`src/verilog/irts_pkg.sv`:
```
package irts_pkg;
    localparam int NSRC = 8;
    // sources 0..3 come from pins, the rest from on-chip peripherals
    localparam logic [7:0] EXT_SRC_MASK = 8'h0F;
    localparam logic [3:0] PRIO_EXT_ST = 4'h3;
    localparam logic [3:0] PRIO_INT_ST = 4'h2;
    localparam logic [1:0] MASK_DELAY_ST = 2'h2;
    localparam logic [1:0] BLOCK_INSNS = 2'h2;
    localparam logic [7:0] RESP_MIN_ST = 8'h0B;
    // per-access state costs
    localparam logic [5:0] ACC_INT_ST = 6'h01;
    localparam logic [5:0] ACC_E8_2_ST = 6'h04;
    localparam logic [5:0] ACC_E8_3_ST = 6'h06;
    localparam logic [5:0] ACC_E16_2_ST = 6'h02;
    localparam logic [5:0] ACC_E16_3_ST = 6'h03;
    localparam logic [1:0] BUS_INT = 2'h0;
    localparam logic [1:0] BUS_E8 = 2'h1;
    localparam logic [1:0] BUS_E16 = 2'h2;
    // register byte offsets
    localparam logic [7:0] OFS_FLAG = 8'h00;
    localparam logic [7:0] OFS_ENABLE = 8'h04;
    localparam logic [7:0] OFS_ACT_EN = 8'h08;
    localparam logic [7:0] OFS_IRQ_SEL = 8'h0C;
    localparam logic [7:0] OFS_LEVEL = 8'h10;
    localparam logic [7:0] OFS_MASK = 8'h14;
    localparam logic [7:0] OFS_BUSCFG = 8'h18;
    localparam logic [7:0] OFS_STATUS = 8'h1C;
    localparam logic [1:0] MASK_RST = 2'h3;

    typedef struct packed {
        logic [1:0] bus;
        logic three;
        logic [2:0] waits;
    } irts_acc_t;

    typedef struct packed {
        logic req;
        logic [2:0] src;
    } irts_req_t;

    typedef enum logic [2:0] {
        SEQ_IDLE, SEQ_PRIO, SEQ_WAIT, SEQ_INT1, SEQ_SAVE, SEQ_VEC, SEQ_INT2, SEQ_FETCH
    } irts_state_t;

    function automatic logic [5:0] acc_states(irts_acc_t a);
        logic [5:0] s;
        s = ACC_INT_ST;
        if (a.bus == BUS_E8) begin
            s = a.three ? 6'(ACC_E8_3_ST + {2'h0, a.waits, 1'b0}) : ACC_E8_2_ST;
        end else if (a.bus == BUS_E16) begin
            s = a.three ? 6'(ACC_E16_3_ST + {3'h0, a.waits}) : ACC_E16_2_ST;
        end
        return s;
    endfunction : acc_states
endpackage : irts_pkg

```
`src/verilog/irts_prio_enc.sv`:
```
`timescale 1ns/1ps
`default_nettype none
// =====================================
// fixed default priority: lowest index wins
module irts_prio_enc (
    // requests
    input wire logic [irts_pkg::NSRC-1:0] req,
    // winner
    output logic any,
    output logic [2:0] idx
);
    always_comb begin
        any = 1'b0;
        idx = 3'h0;
        for (int i = irts_pkg::NSRC - 1; i >= 0; i--) begin
            if (req[i]) begin
                any = 1'b1;
                idx = 3'(i);
            end
        end
    end
endmodule : irts_prio_enc
`default_nettype wire

```
`src/verilog/irts_top.sv`:
```
`timescale 1ns/1ps
`default_nettype none
module irts_top (
    // clock and reset
    input wire logic clk_sys,
    input wire logic sys_rst,
    // apb slave
    input wire logic [7:0] paddr,
    input wire logic psel,
    input wire logic penable,
    input wire logic pwrite,
    input wire logic [31:0] pwdata,
    output logic [31:0] prdata,
    output logic pready,
    output logic pslverr,
    // interrupt sources
    input wire logic [7:0] src_event,
    // cpu exception sequencer
    input wire logic cpu_insn_end,
    output irts_pkg::irts_req_t cpu_irq,
    output logic handler_start,
    // data transfer controller
    output irts_pkg::irts_req_t xfer_req,
    input wire logic xfer_done,
    input wire logic xfer_last
);
    // =====================================
    // state
    logic [7:0] flag_reg, en_reg, act_reg, sel_reg, lvl_reg;
    logic [7:0] flag_clr_reg, en_clr_reg;
    logic [1:0] mask_reg, mask_stage_reg, mask_dly_reg, blk_reg;
    logic mask_wait_reg;
    irts_pkg::irts_acc_t stk_cfg_reg, prg_cfg_reg;
    irts_pkg::irts_state_t state_reg;
    logic [5:0] cnt_reg;
    logic [7:0] resp_reg, resp_last_reg;
    logic ext_reg, end_seen_reg;
    irts_pkg::irts_req_t cpu_irq_reg, xfer_req_reg;
    logic handler_start_reg;
    logic [31:0] prdata_reg;
    logic pready_reg, pslverr_reg;

    assign prdata = prdata_reg;
    assign pready = pready_reg;
    assign pslverr = pslverr_reg;
    assign cpu_irq = cpu_irq_reg;
    assign xfer_req = xfer_req_reg;
    assign handler_start = handler_start_reg;

    // =====================================
    // per-source steering
    logic [7:0] lvl_ok, cpu_cand, dtc_cand;
    logic mask_i, mask_ui;
    assign mask_i = mask_reg[0];
    assign mask_ui = mask_reg[1];

    for (genvar g = 0; g < irts_pkg::NSRC; g++) begin : g_src
        assign lvl_ok[g] = lvl_reg[g] ? (!mask_i || !mask_ui) : !mask_i;
        assign cpu_cand[g] = flag_reg[g] & en_reg[g] & ~act_reg[g] & lvl_ok[g];
        assign dtc_cand[g] = flag_reg[g] & en_reg[g] & act_reg[g];
    end

    logic cpu_any, dtc_any;
    logic [2:0] cpu_idx, dtc_idx;

    irts_prio_enc u_cpu_enc (
        .req(cpu_cand),
        .any(cpu_any),
        .idx(cpu_idx)
    );

    irts_prio_enc u_dtc_enc (
        .req(dtc_cand),
        .any(dtc_any),
        .idx(dtc_idx)
    );

    // =====================================
    // apb decode
    logic acc, wr;
    logic wr_flag, wr_en, wr_act, wr_sel, wr_lvl, wr_mask, wr_cfg;
    assign acc = psel & penable & pready_reg;
    assign wr = acc & pwrite;
    assign wr_flag = wr && paddr == irts_pkg::OFS_FLAG;
    assign wr_en = wr && paddr == irts_pkg::OFS_ENABLE;
    assign wr_act = wr && paddr == irts_pkg::OFS_ACT_EN;
    assign wr_sel = wr && paddr == irts_pkg::OFS_IRQ_SEL;
    assign wr_lvl = wr && paddr == irts_pkg::OFS_LEVEL;
    assign wr_mask = wr && paddr == irts_pkg::OFS_MASK;
    assign wr_cfg = wr && paddr == irts_pkg::OFS_BUSCFG;

    logic [31:0] rd_data;
    logic rd_hit;
    always_comb begin
        rd_data = 32'h0000_0000;
        rd_hit = 1'b1;
        if (paddr == irts_pkg::OFS_FLAG) begin
            rd_data[7:0] = flag_reg;
        end else if (paddr == irts_pkg::OFS_ENABLE) begin
            rd_data[7:0] = en_reg;
        end else if (paddr == irts_pkg::OFS_ACT_EN) begin
            rd_data[7:0] = act_reg;
        end else if (paddr == irts_pkg::OFS_IRQ_SEL) begin
            rd_data[7:0] = sel_reg;
        end else if (paddr == irts_pkg::OFS_LEVEL) begin
            rd_data[7:0] = lvl_reg;
        end else if (paddr == irts_pkg::OFS_MASK) begin
            rd_data[1:0] = mask_reg;
        end else if (paddr == irts_pkg::OFS_BUSCFG) begin
            rd_data[5:0] = stk_cfg_reg;
            rd_data[13:8] = prg_cfg_reg;
        end else if (paddr == irts_pkg::OFS_STATUS) begin
            rd_data[2:0] = cpu_irq_reg.src;
            rd_data[3] = cpu_irq_reg.req;
            rd_data[4] = xfer_req_reg.req;
            rd_data[5] = blk_reg != 2'h0;
            rd_data[15:8] = resp_last_reg;
        end else begin
            rd_hit = 1'b0;
        end
    end

    // zero-wait slave: answer is registered in the setup cycle
    always_ff @(posedge clk_sys or posedge sys_rst) begin
        if (sys_rst) begin
            pready_reg <= 1'b0;
            pslverr_reg <= 1'b0;
            prdata_reg <= 32'h0000_0000;
        end else begin
            pready_reg <= psel & ~penable;
            pslverr_reg <= psel & ~penable & ~rd_hit;
            prdata_reg <= (psel & ~penable & ~pwrite) ? rd_data : 32'h0000_0000;
        end
    end

    // =====================================
    // transfer controller request
    logic xs_done, xs_sel;
    logic [2:0] xs;
    assign xs = xfer_req_reg.src;
    assign xs_done = xfer_req_reg.req & xfer_done;
    assign xs_sel = sel_reg[xs];

    always_ff @(posedge clk_sys or posedge sys_rst) begin
        if (sys_rst) begin
            xfer_req_reg <= '0;
        end else if (xs_done) begin
            xfer_req_reg.req <= 1'b0;
        end else if (!xfer_req_reg.req && dtc_any) begin
            xfer_req_reg <= '{req: 1'b1, src: dtc_idx};
        end
    end

    // =====================================
    // source flags, enables and steering bits
    logic [7:0] xs_onehot, flag_clr_now, stage_f, stage_e, en_clr_now;
    assign xs_onehot = 8'h01 << xs;
    // unmasked clears wait for the instruction boundary, masked ones act now
    assign stage_f = wr_flag ? (~pwdata[7:0] & lvl_ok) : 8'h00;
    assign stage_e = wr_en ? (~pwdata[7:0] & en_reg & lvl_ok) : 8'h00;
    assign en_clr_now = cpu_insn_end ? en_clr_reg : 8'h00;
    assign flag_clr_now = (wr_flag ? (~pwdata[7:0] & ~lvl_ok) : 8'h00)
                        | (cpu_insn_end ? flag_clr_reg : 8'h00)
                        | ((xs_done && !xs_sel && !xfer_last) ? xs_onehot : 8'h00);

    always_ff @(posedge clk_sys or posedge sys_rst) begin
        if (sys_rst) begin
            flag_reg <= 8'h00;
            flag_clr_reg <= 8'h00;
        end else begin
            // a new event beats any clear in the same cycle
            flag_reg <= (flag_reg & ~flag_clr_now) | src_event;
            flag_clr_reg <= (cpu_insn_end ? 8'h00 : flag_clr_reg) | stage_f;
        end
    end

    always_ff @(posedge clk_sys or posedge sys_rst) begin
        if (sys_rst) begin
            en_reg <= 8'h00;
            en_clr_reg <= 8'h00;
        end else begin
            if (wr_en) begin
                en_reg <= (pwdata[7:0] | (en_reg & lvl_ok)) & ~en_clr_now;
            end else begin
                en_reg <= en_reg & ~en_clr_now;
            end
            en_clr_reg <= ((cpu_insn_end ? 8'h00 : en_clr_reg) & ~(wr_en ? pwdata[7:0] : 8'h00)) | stage_e;
        end
    end

    always_ff @(posedge clk_sys or posedge sys_rst) begin
        if (sys_rst) begin
            act_reg <= 8'h00;
            sel_reg <= 8'h00;
            lvl_reg <= 8'h00;
            stk_cfg_reg <= '0;
            prg_cfg_reg <= '0;
        end else begin
            if (wr_act) begin
                act_reg <= pwdata[7:0];
            end else if (xs_done && (xs_sel || xfer_last)) begin
                act_reg <= act_reg & ~xs_onehot;
            end
            if (wr_sel) begin
                sel_reg <= pwdata[7:0];
            end
            if (wr_lvl) begin
                lvl_reg <= pwdata[7:0];
            end
            if (wr_cfg) begin
                stk_cfg_reg <= pwdata[5:0];
                prg_cfg_reg <= pwdata[13:8];
            end
        end
    end

    // =====================================
    // mask bits and control-instruction blocking
    logic seq_masks;
    assign seq_masks = state_reg == irts_pkg::SEQ_SAVE && cnt_reg == 6'h00;

    always_ff @(posedge clk_sys or posedge sys_rst) begin
        if (sys_rst) begin
            mask_reg <= irts_pkg::MASK_RST;
            mask_stage_reg <= irts_pkg::MASK_RST;
            mask_wait_reg <= 1'b0;
            mask_dly_reg <= 2'h0;
        end else begin
            if (wr_mask) begin
                mask_stage_reg <= pwdata[1:0];
                mask_wait_reg <= 1'b1;
            end else if (cpu_insn_end && mask_wait_reg) begin
                mask_wait_reg <= 1'b0;
            end
            // the countdown runs on its own so a new write cannot freeze it at one
            if (cpu_insn_end && mask_wait_reg && !wr_mask) begin
                mask_dly_reg <= irts_pkg::MASK_DELAY_ST;
            end else if (mask_dly_reg != 2'h0) begin
                mask_dly_reg <= mask_dly_reg - 2'h1;
            end
            if (seq_masks) begin
                mask_reg <= 2'h3;
            end else if (mask_dly_reg == 2'h1) begin
                mask_reg <= mask_stage_reg;
            end
        end
    end

    // blocks acceptance until the instruction after the control one ends
    always_ff @(posedge clk_sys or posedge sys_rst) begin
        if (sys_rst) begin
            blk_reg <= 2'h0;
        end else if (wr_mask) begin
            blk_reg <= irts_pkg::BLOCK_INSNS;
        end else if (cpu_insn_end && blk_reg != 2'h0) begin
            blk_reg <= blk_reg - 2'h1;
        end
    end

    // =====================================
    // exception sequence timing
    logic accept;
    logic [5:0] stk_st, prg_st;
    // a cpu-path source that is also a transfer source only gets here after act clears
    assign accept = state_reg == irts_pkg::SEQ_IDLE && cpu_any && blk_reg == 2'h0;
    assign stk_st = irts_pkg::acc_states(stk_cfg_reg);
    assign prg_st = irts_pkg::acc_states(prg_cfg_reg);

    always_ff @(posedge clk_sys or posedge sys_rst) begin
        if (sys_rst) begin
            state_reg <= irts_pkg::SEQ_IDLE;
            cnt_reg <= 6'h00;
            ext_reg <= 1'b0;
            end_seen_reg <= 1'b0;
        end else begin
            case (state_reg)
                irts_pkg::SEQ_IDLE: begin
                    if (accept) begin
                        state_reg <= irts_pkg::SEQ_PRIO;
                        ext_reg <= irts_pkg::EXT_SRC_MASK[cpu_idx];
                        cnt_reg <= irts_pkg::EXT_SRC_MASK[cpu_idx] ? 6'(irts_pkg::PRIO_EXT_ST - 4'h1)
                                                                  : 6'(irts_pkg::PRIO_INT_ST - 4'h1);
                        end_seen_reg <= 1'b0;
                    end
                end
                irts_pkg::SEQ_PRIO: begin
                    end_seen_reg <= end_seen_reg | cpu_insn_end;
                    if (cnt_reg == 6'h00) begin
                        state_reg <= irts_pkg::SEQ_WAIT;
                    end else begin
                        cnt_reg <= cnt_reg - 6'h01;
                    end
                end
                irts_pkg::SEQ_WAIT: begin
                    if (cpu_insn_end || end_seen_reg) begin
                        state_reg <= irts_pkg::SEQ_INT1;
                    end
                end
                irts_pkg::SEQ_INT1: begin
                    state_reg <= irts_pkg::SEQ_SAVE;
                    cnt_reg <= 6'({stk_st[4:0], 1'b0} - 6'h01);
                end
                irts_pkg::SEQ_SAVE: begin
                    if (cnt_reg == 6'h00) begin
                        state_reg <= irts_pkg::SEQ_VEC;
                        cnt_reg <= 6'({prg_st[4:0], 1'b0} - 6'h01);
                    end else begin
                        cnt_reg <= cnt_reg - 6'h01;
                    end
                end
                irts_pkg::SEQ_VEC: begin
                    if (cnt_reg == 6'h00) begin
                        state_reg <= irts_pkg::SEQ_INT2;
                    end else begin
                        cnt_reg <= cnt_reg - 6'h01;
                    end
                end
                irts_pkg::SEQ_INT2: begin
                    state_reg <= irts_pkg::SEQ_FETCH;
                    cnt_reg <= 6'({prg_st[4:0], 1'b0} - 6'h01);
                end
                default: begin
                    if (cnt_reg == 6'h00) begin
                        state_reg <= irts_pkg::SEQ_IDLE;
                    end else begin
                        cnt_reg <= cnt_reg - 6'h01;
                    end
                end
            endcase
        end
    end

    logic seq_end;
    assign seq_end = state_reg == irts_pkg::SEQ_FETCH && cnt_reg == 6'h00;

    // response count in system clock states, restarted per request
    always_ff @(posedge clk_sys or posedge sys_rst) begin
        if (sys_rst) begin
            resp_reg <= 8'h00;
            resp_last_reg <= 8'h00;
            handler_start_reg <= 1'b0;
            cpu_irq_reg <= '0;
        end else begin
            handler_start_reg <= seq_end;
            if (accept) begin
                resp_reg <= 8'h01;
                cpu_irq_reg <= '{req: 1'b1, src: cpu_idx};
            end else if (state_reg != irts_pkg::SEQ_IDLE) begin
                resp_reg <= resp_reg + 8'h01;
            end
            if (seq_end) begin
                resp_last_reg <= resp_reg;
                cpu_irq_reg.req <= 1'b0;
            end
        end
    end

    // =====================================
    // checks
    a_prio_ext_len: assert property (@(posedge clk_sys) disable iff (sys_rst)
        (state_reg == irts_pkg::SEQ_PRIO && $past(state_reg) == irts_pkg::SEQ_IDLE && ext_reg)
        |-> (state_reg == irts_pkg::SEQ_PRIO)[*3] ##1 state_reg == irts_pkg::SEQ_WAIT)
        else $error("external priority phase not 3 states");
    a_prio_int_len: assert property (@(posedge clk_sys) disable iff (sys_rst)
        (state_reg == irts_pkg::SEQ_PRIO && $past(state_reg) == irts_pkg::SEQ_IDLE && !ext_reg)
        |-> (state_reg == irts_pkg::SEQ_PRIO)[*2] ##1 state_reg == irts_pkg::SEQ_WAIT)
        else $error("internal priority phase not 2 states");
    a_internal_step: assert property (@(posedge clk_sys) disable iff (sys_rst)
        state_reg == irts_pkg::SEQ_INT1 |-> $past(state_reg) == irts_pkg::SEQ_WAIT
        ##1 state_reg == irts_pkg::SEQ_SAVE)
        else $error("internal step misplaced");
    a_resp_min: assert property (@(posedge clk_sys) disable iff (sys_rst)
        handler_start_reg |-> resp_last_reg >= irts_pkg::RESP_MIN_ST && state_reg == irts_pkg::SEQ_IDLE)
        else $error("response shorter than minimum");
    a_xfer_flag_clear: assert property (@(posedge clk_sys) disable iff (sys_rst)
        (xs_done && !xs_sel && !xfer_last && !src_event[xs]) |=> !flag_reg[$past(xs)])
        else $error("transfer did not clear source flag");
    a_act_en_clear: assert property (@(posedge clk_sys) disable iff (sys_rst)
        (xs_done && (xs_sel || xfer_last) && !wr_act) |=> !act_reg[$past(xs)] && !xfer_req_reg.req)
        else $error("activation enable not cleared");
    a_mask_delay: assert property (@(posedge clk_sys) disable iff (sys_rst)
        (cpu_insn_end && mask_wait_reg && !wr_mask) ##1 !wr_mask ##1 !seq_masks
        |=> mask_reg == $past(mask_stage_reg, 3))
        else $error("mask not applied two states after instruction");
    a_block_accept: assert property (@(posedge clk_sys) disable iff (sys_rst)
        (blk_reg != 2'h0 && state_reg == irts_pkg::SEQ_IDLE) |=> state_reg == irts_pkg::SEQ_IDLE)
        else $error("interrupt accepted while blocked");
    a_cpu_steer: assert property (@(posedge clk_sys) disable iff (sys_rst)
        accept |-> !act_reg[cpu_idx] && lvl_ok[cpu_idx])
        else $error("cpu accepted a transfer-only or masked source");
    a_xfer_hold: assert property (@(posedge clk_sys) disable iff (sys_rst)
        (xfer_req_reg.req && !xfer_done) |=> xfer_req_reg.req && $stable(xfer_req_reg.src))
        else $error("transfer request dropped early");

    c_handler: cover property (@(posedge clk_sys) disable iff (sys_rst) handler_start_reg);
    c_both_paths: cover property (@(posedge clk_sys) disable iff (sys_rst) xs_done && xs_sel);
    c_mask_apply: cover property (@(posedge clk_sys) disable iff (sys_rst) mask_dly_reg == 2'h1);
endmodule : irts_top
`default_nettype wire
```
`config.mk`:
```
export PLATFORM = sky130hd
export DESIGN_NAME = irts_top
export DESIGN_NICKNAME = d
export VERILOG_FILES = /design/src/verilog/irts_pkg.sv /design/src/verilog/irts_prio_enc.sv /design/src/verilog/irts_top.sv
export SDC_FILE = /design/constraint.sdc
export NUM_CORES = 1
export LEC_CHECK = 0
export BUFFER_PORTS_ARGS = -buffer_cell sky130_fd_sc_hd__buf_2
export CELL_PAD_IN_SITES_DETAIL_PLACEMENT = 1
export CELL_PAD_IN_SITES_GLOBAL_PLACEMENT = 2
export CORE_ASPECT_RATIO = 1.2
export CORE_MARGIN = 2
export CORE_UTILIZATION = 30
export DETAILED_ROUTE_END_ITERATION = 16
export GPL_TIMING_DRIVEN = 1
export MAX_ROUTING_LAYER = met4
export PLACE_DENSITY = 0.79
export SYNTH_ARGS = -nofsm -noshare
export SYNTH_HDL_FRONTEND = slang
export SYNTH_SLANG_ARGS = --single-unit
```
`constraint.sdc`:
```
create_clock -name clk_sys -period 5.4 [get_ports clk_sys]
set_clock_uncertainty 0.05 [all_clocks]
set_input_delay 1.08 -clock clk_sys [delete_from_list [all_inputs] [get_ports clk_sys]]
set_output_delay 1.08 -clock clk_sys [all_outputs]
set_load 0.01 [all_outputs]
```
-- After elaboration in Yosys (flattened, before gate mapping)
Memories as Yosys holds them, arrays and structs flattened.
Index checks and enable logic that the tools add are counted.
W data, S select, Z words.
- register bits: 130
- bits in read-only memories: 8
- input bits: 56
- output and inout bits: 43
- word-level logic and storage cells: 312
- memories kept: 1
- memories (name ; words ; width ; read ports ; clocked after memory_dff ; wr ports ; line ; text):
    (name not given) ; 8 ; 1 ; 1 ; 0 ; 0 ; irts_top.sv:281 ; cnt_reg <= irts_pkg::EXT_SRC_MASK[cpu_idx] ? 6'(irts_pkg::PRIO_EXT_ST - 4'h1)
- add/sub/neg operators: 10
- magnitude comparators: 2
- eq/ne operators: 25
- shift-type cells: 1
- muxes and demuxes: 119
- bitwise operators: 75
- reduce and logical (&&, ||, !) cells: 48
- operators by type and width (cell ; count):
    $mux W8 ; 25
    $and A8 B8 Y8 ; 10
    $mux W3 ; 22
    $not A8 Y8 ; 6
    $or A8 B8 Y8 ; 6
    $mux W6 ; 7
    $and A1 B1 Y1 ; 39
    $mux W1 ; 39
    $eq A8 B5 Y1 const B ; 4
    $pmux W6 S5 ; 1
    $mux W4 ; 7
    $reduce_bool A2 Y1 ; 11
    $pmux W3 S7 ; 1
    $mux W2 ; 10
    $mux W5 ; 4
    $logic_and A1 B1 Y1 ; 18
    $sub A6 B1 Y6 const B ; 3
    $eq A8 B4 Y1 const B ; 2
    $mux W16 ; 1
    $not A1 Y1 ; 13
    $eq A3 B3 Y1 const B ; 4
    $add A3 B4 Y5 const A ; 2
    $add A2 B3 Y4 const A ; 2
    $add A8 B1 Y8 const B ; 1
    25 further kinds ; 42

-- Logic depth before layout (Yosys ltp)
- depth after elaboration: 17
- mapped depth: 11
- gate-level depth less buffers: 11

-- Cells and area by module
From an unflattened synthesis, not the netlist that was laid out.
- cells, all modules: 743
- area total of the unflattened synthesis: 7174.4 um2
- by module, submodules not included (module ; times used ; cells each ; area an instance (um2) ; sequential area each (um2)):
    irts_top ; 1 ; 717 ; 7014.2 ; 3258.1
    irts_prio_enc ; 2 ; 13 ; 80.1 ; 0.0

-- Worst setup path before layout
Ideal clock, no wire load.
- path type: input -> register
- from: input paddr[0]
- to: register lvl_reg[2]
- setup time: 0.125 ns
- arrival time: 2.880 ns
- required time: 5.225 ns
- slack: 2.345 ns
- stages: 6
- buffers on the path: 1
- cells stage by stage: or4_4 > or3b_4 > nor3_2 > and2_1 > buf_4 > mux2_2
- longest elaborated chain between the ends: 2
- RTL lines (element ; line ; text):
    from (decl) ; irts_top.sv:8 ; input wire logic [7:0] paddr,
    $eq A8 B5 Y1 ; irts_top.sv:88 ; assign wr_lvl = wr && paddr == irts_pkg::OFS_LEVEL;
    $logic_and A1 B1 Y1 ; irts_top.sv:88 ;
    to (signal assigned) ; irts_top.sv:208 ; lvl_reg <= pwdata[7:0];
    to (decl) ; irts_top.sv:29 ; logic [7:0] flag_reg, en_reg, act_reg, sel_reg, lvl_reg;
Every way passes these cells.
A chain may end at the register's enable or synchronous reset.

-- Final worst setup path
- from: input paddr[0]
- to: register en_clr_reg[1]
- longest elaborated chain between the ends: 6
- elaborated cells between the ends (all ways): 7
- classes of those cells: eq/ne: 1; mux: 2; bitwise: 3; reduce/logical: 1
- RTL lines (element ; line ; text):
    $eq A8 B3 Y1 * ; irts_top.sv:85 ; assign wr_en = wr && paddr == irts_pkg::OFS_ENABLE;
    $logic_and A1 B1 Y1 * ; irts_top.sv:85 ;
    $mux W8 ; irts_top.sv:187 ; en_clr_reg <= ((cpu_insn_end ? 8'h00 : en_clr_reg) & ~(wr_en ? pwdata[7:0] : 8'h00)) | stage_e;
    $not A8 Y8 ; irts_top.sv:187 ;
    $and A8 B8 Y8 ; irts_top.sv:187 ;
    $or A8 B8 Y8 * ; irts_top.sv:187 ;
    to (signal assigned) ; irts_top.sv:187 ;
    to (decl) ; irts_top.sv:30 ; logic [7:0] flag_clr_reg, en_clr_reg;
Mark *: on every way between the ends. The rest lies on a longest branch, timed or not.

==> flow_metrics.py <==
metrics = {
    "outcome": {
        "status": "finished, final reports clean",
    },
    "setup_path": {
        "rr_endpoint": "cnt_reg[0]",
        "setup.worst_path.start_class": "input port",
        "crit-reg2reg-launch": "mask_reg[0]",
        "worst_path_largest_cell_delay_ps": 830,
        "worst-endpoint-required_ps": 5700,
        "timing.critical_path.arrival_ps": 3740,
        "worstSetupPathType": "in2reg",
        "cp_max_fo": 24,
        "reg2reg_depth": 6,
        "ff2ff_setup_slack_ps": 2260,
        "crit_path_cell_trace": "buf_2 > or4_4 > nor3_2 > nand2_1 > nor2_2 > a32oi_1 > a21oi_1",
        "cp-end-kind": "register",
        "critical_path.slowest_cell": "sky130_fd_sc_hd__nor2_2",
    },
    "synthesis": {
        "flip_flop_and_latch_count_after_synthesis": 130,
        "synth_sequential_area_ratio": 0.4564,
        "postSynthAreaPerCell_um2": 9.568,
        "post_synthesis_xor_xnor_area_fraction": 0.01840,
        "synth_top_family_by_area": "compound AO/OA/AOI/OAI gates",
        "synthAdderAreaFrac": 0.01578,
        "number_of_cells_produced_by_synthesis": 746,
        "syn_area_um2": 7138,
        "portion_of_netlist_area_occupied_by_mux_cells": 0.09606,
        "synth_async_sr_flop_share": 1.000,
        "yosys.area_share.simple": 0.1641,
        "synthFlopType": "sky130_fd_sc_hd__dfrtp_1",
        "synth-edff-count": 0,
        "ys_warn_count": 0,
        "synth_cell_types": 73,
        "compound_gate_portion_of_the_synthesized_area": 0.1921,
    },
    "detailed_routing": {
        "detailroute.via_count": 5988,
        "drt-total-wl_um": 21850,
        "route.detailed.wl_per_inst_um": 19.53,
        "drtAntennaViolNets": 0,
        "via_per_inst": 5.351,
        "drt_first_iter_violations": 355,
        "drc": 0,
        "drt_pass1_iterations": 4,
    },
    "cts": {
        "tritoncts_num_sinks": 130,
        "cts_setup_buffers": 0,
        "clock_tree.htree_level_count": 4,
        "cts_resized": 0,
        "cts_tree": "yes",
        "cts_clk_pin_slew_worst_paths_ps": 60,
        "postCtsHoldBufs": 0,
        "cts-root-buf": "sky130_fd_sc_hd__clkbuf_16",
        "cts-buffers-inserted": 17,
        "clk_latency_ps": 430,
        "clockBufferDepth": 2,
    },
    "global_routing": {
        "gr-usage-met2": 0.3182,
        "gr-usage-all-layers": 0.1872,
        "grt_pass1_vias": 6325,
        "gr-total-overflow": 0,
        "number_of_antenna_violations_at_the_first_check_in_global_routing": 0,
        "groute.layer.met3.usage": 0.03711,
        "grt_start_max_net_pins": 95,
        "grt_pass1_wl_um": 35090,
        "gr-max-usage-layer": "met2",
        "use_met1": 0.2181,
    },
    "place": {
        "place_hpwl_um": 15480,
        "pre_cts_ws_ps": 1619,
        "place_congestion": 0.8302,
        "placed_area_um2": 7649,
        "numPortBuffers": 64,
    },
    "timing": {
        "final_hold_viol_count": 0,
        "final_period_minus_worst_setup_slack_ps": 3446,
        "grt_setup_unrepaired": "no",
        "maxClockFrequency_mhz": 290.2,
        "final-max-slew-violation-count": 0,
        "slew_headroom": 0.2932,
        "finalCritPeriodShare": 0.6381,
        "tightest_slew_ps": 1051,
        "tns_ps": 0,
        "final.setup.worst_slack_ps": 1954,
        "final-setup-viol-count": 0,
    },
    "finish": {
        "area.growth.synth_to_final_pct": 16.39,
        "regArea_um2": 3258,
        "post_route_cells_drive_above_1_share": 0.1953,
        "finalInstanceArea_um2": 8308,
        "diodes": 0,
        "post_layout_utilization_of_the_core": 0.3569,
        "finalNetCount": 856,
        "largest_register_ff_count": 16,
        "layout.filler_cells": 2691,
        "multi_input_comb_area_um2": 3532,
    },
    "floorplan": {
        "design.core.area_um2": 23280,
        "die_w_um": 144.8,
        "rows": 61,
        "top_level_ports": 99,
        "starting_utilization_of_the_core_area": 0.3066,
        "floorplan.die.height_um": 173.0,
        "die-area_um2": 25050,
    },
    "power_and_ir_drop": {
        "power.leakage_nw": 3.636,
        "max-vdd-ir-drop_mv": 0.1862,
        "p_per_area_nw_per_um2": 370.1,
    },
    "worst_hold_path": {
        "worstHoldStart": "en_clr_reg[5]",
        "hold_path_depth": 1,
        "hold_path_class": "reg2reg",
        "min_to": "en_reg[5]",
    },
    "run": {
        "maxCapViolations": 0,
    },
}
[cell usage in the layout (no fill, tap or decap), types with 17 or more instances in the layout]
| cell | count |
|---|---|
| sky130_fd_sc_hd__nand2_1 | 74 |
| sky130_fd_sc_hd__a21oi_1 | 33 |
| sky130_fd_sc_hd__o21ai_0 | 64 |
| sky130_fd_sc_hd__buf_2 | 64 |
| sky130_fd_sc_hd__mux2_2 | 36 |
| sky130_fd_sc_hd__nor3_1 | 19 |
| sky130_fd_sc_hd__nor2_1 | 57 |
| sky130_fd_sc_hd__dfrtp_1 | 126 |
| sky130_fd_sc_hd__inv_1 | 28 |
| sky130_fd_sc_hd__clkbuf_16 | 17 |
| sky130_fd_sc_hd__nand2b_1 | 21 |
[critical path, delay by kind of cell]
kind,cells,cell delay [ps]
AOI/OAI and AO/OA,2,420
buffers and inverters,1,100
and+or+nand+nor,4,2130
[how the worst max path moves through the flow]
stage	startpoint	slack, ps	cells after the start	end
floorplan	sys_rst	810	1	act_reg[0]
CTS	paddr[0]	2010	7	en_clr_reg[1]
finish	paddr[0]	1950	7	en_clr_reg[1]
global route	paddr[0]	1790	7	en_clr_reg[1]
detailed placement	paddr[0]	1620	7	en_clr_reg[7]
global placement	paddr[0]	1650	7	en_clr_reg[6]
[cells by family after synthesis]
group / after synthesis
muxes: 58
adders and majority gates: 9
DFF: 130
and+or+nand+nor: 240
xor gates and xnor gates: 15
AOI/OAI and AO/OA: 206
buffers and inverters: 87
other: 1
[synth_stat cells (6+ instances only)]
library cell,n,area (µm²)
sky130_fd_sc_hd__a211oi_1,8,60.06
sky130_fd_sc_hd__a21oi_1,33,165.2
sky130_fd_sc_hd__a22oi_1,10,75.07
sky130_fd_sc_hd__a31oi_1,6,37.54
sky130_fd_sc_hd__a32oi_1,9,78.83
sky130_fd_sc_hd__and2_1,8,50.05
sky130_fd_sc_hd__and3_1,7,43.79
sky130_fd_sc_hd__buf_2,10,50.05
sky130_fd_sc_hd__buf_4,17,127.6
sky130_fd_sc_hd__clkbuf_1,23,86.33
sky130_fd_sc_hd__dfrtp_1,126,3153
sky130_fd_sc_hd__ha_1,9,112.6
sky130_fd_sc_hd__inv_1,29,108.9
sky130_fd_sc_hd__mux2_2,36,405.4
sky130_fd_sc_hd__mux2i_1,16,160.2
sky130_fd_sc_hd__nand2_1,74,277.8
sky130_fd_sc_hd__nand2b_1,21,131.4
sky130_fd_sc_hd__nand3_1,12,60.06
sky130_fd_sc_hd__nand4_1,6,37.54
sky130_fd_sc_hd__nor2_1,57,214.0
sky130_fd_sc_hd__nor2b_1,11,68.82
sky130_fd_sc_hd__nor3_1,19,95.09
sky130_fd_sc_hd__o21a_1,6,45.04
sky130_fd_sc_hd__o21ai_0,64,320.3
sky130_fd_sc_hd__o21bai_1,8,60.06
sky130_fd_sc_hd__o221ai_1,7,61.31
sky130_fd_sc_hd__xor2_1,10,87.58
[per-stage QoR]
step | total power [mW] | hold WS [ps] | instances
finish | 3.075 | 421.2 | 1119
global route | 3.252 | 437.5 | 1119
CTS | 3.112 | 423.6 | 1119
detailed placement | 1.781 | 409.4 | 1087
global placement | 1.766 | 403.2 | 1087
floorplan | 1.626 | 395.3 | 761
[report_power, final]
group          switching, mW  internal (mW)  total, mW
combinational          0.312          0.230      0.543
clock                  0.463          0.847       1.31
sequential             0.139           1.08       1.22
[final cells by class]
class	instances	share of cell area
sequential	130	0.3922
tap	315	0.04744
timing repair buffer	67	0.04127
clock buffer	20	0.05497
clock inverter	12	0.02440
inverter	31	0.01461
multi-input combinational	544	0.4252
[routing by layer]
| layer | vias up | wire, µm |
|---|---|---|
| met5 | - | 0 |
| met4 | 0 | 579 |
| met3 | 38 | 607 |
| met2 | 121 | 11400 |
| met1 | 3070 | 9265 |
| li1 | 2759 | - |
No activity file was read; power rests on OpenSTA's default activity.
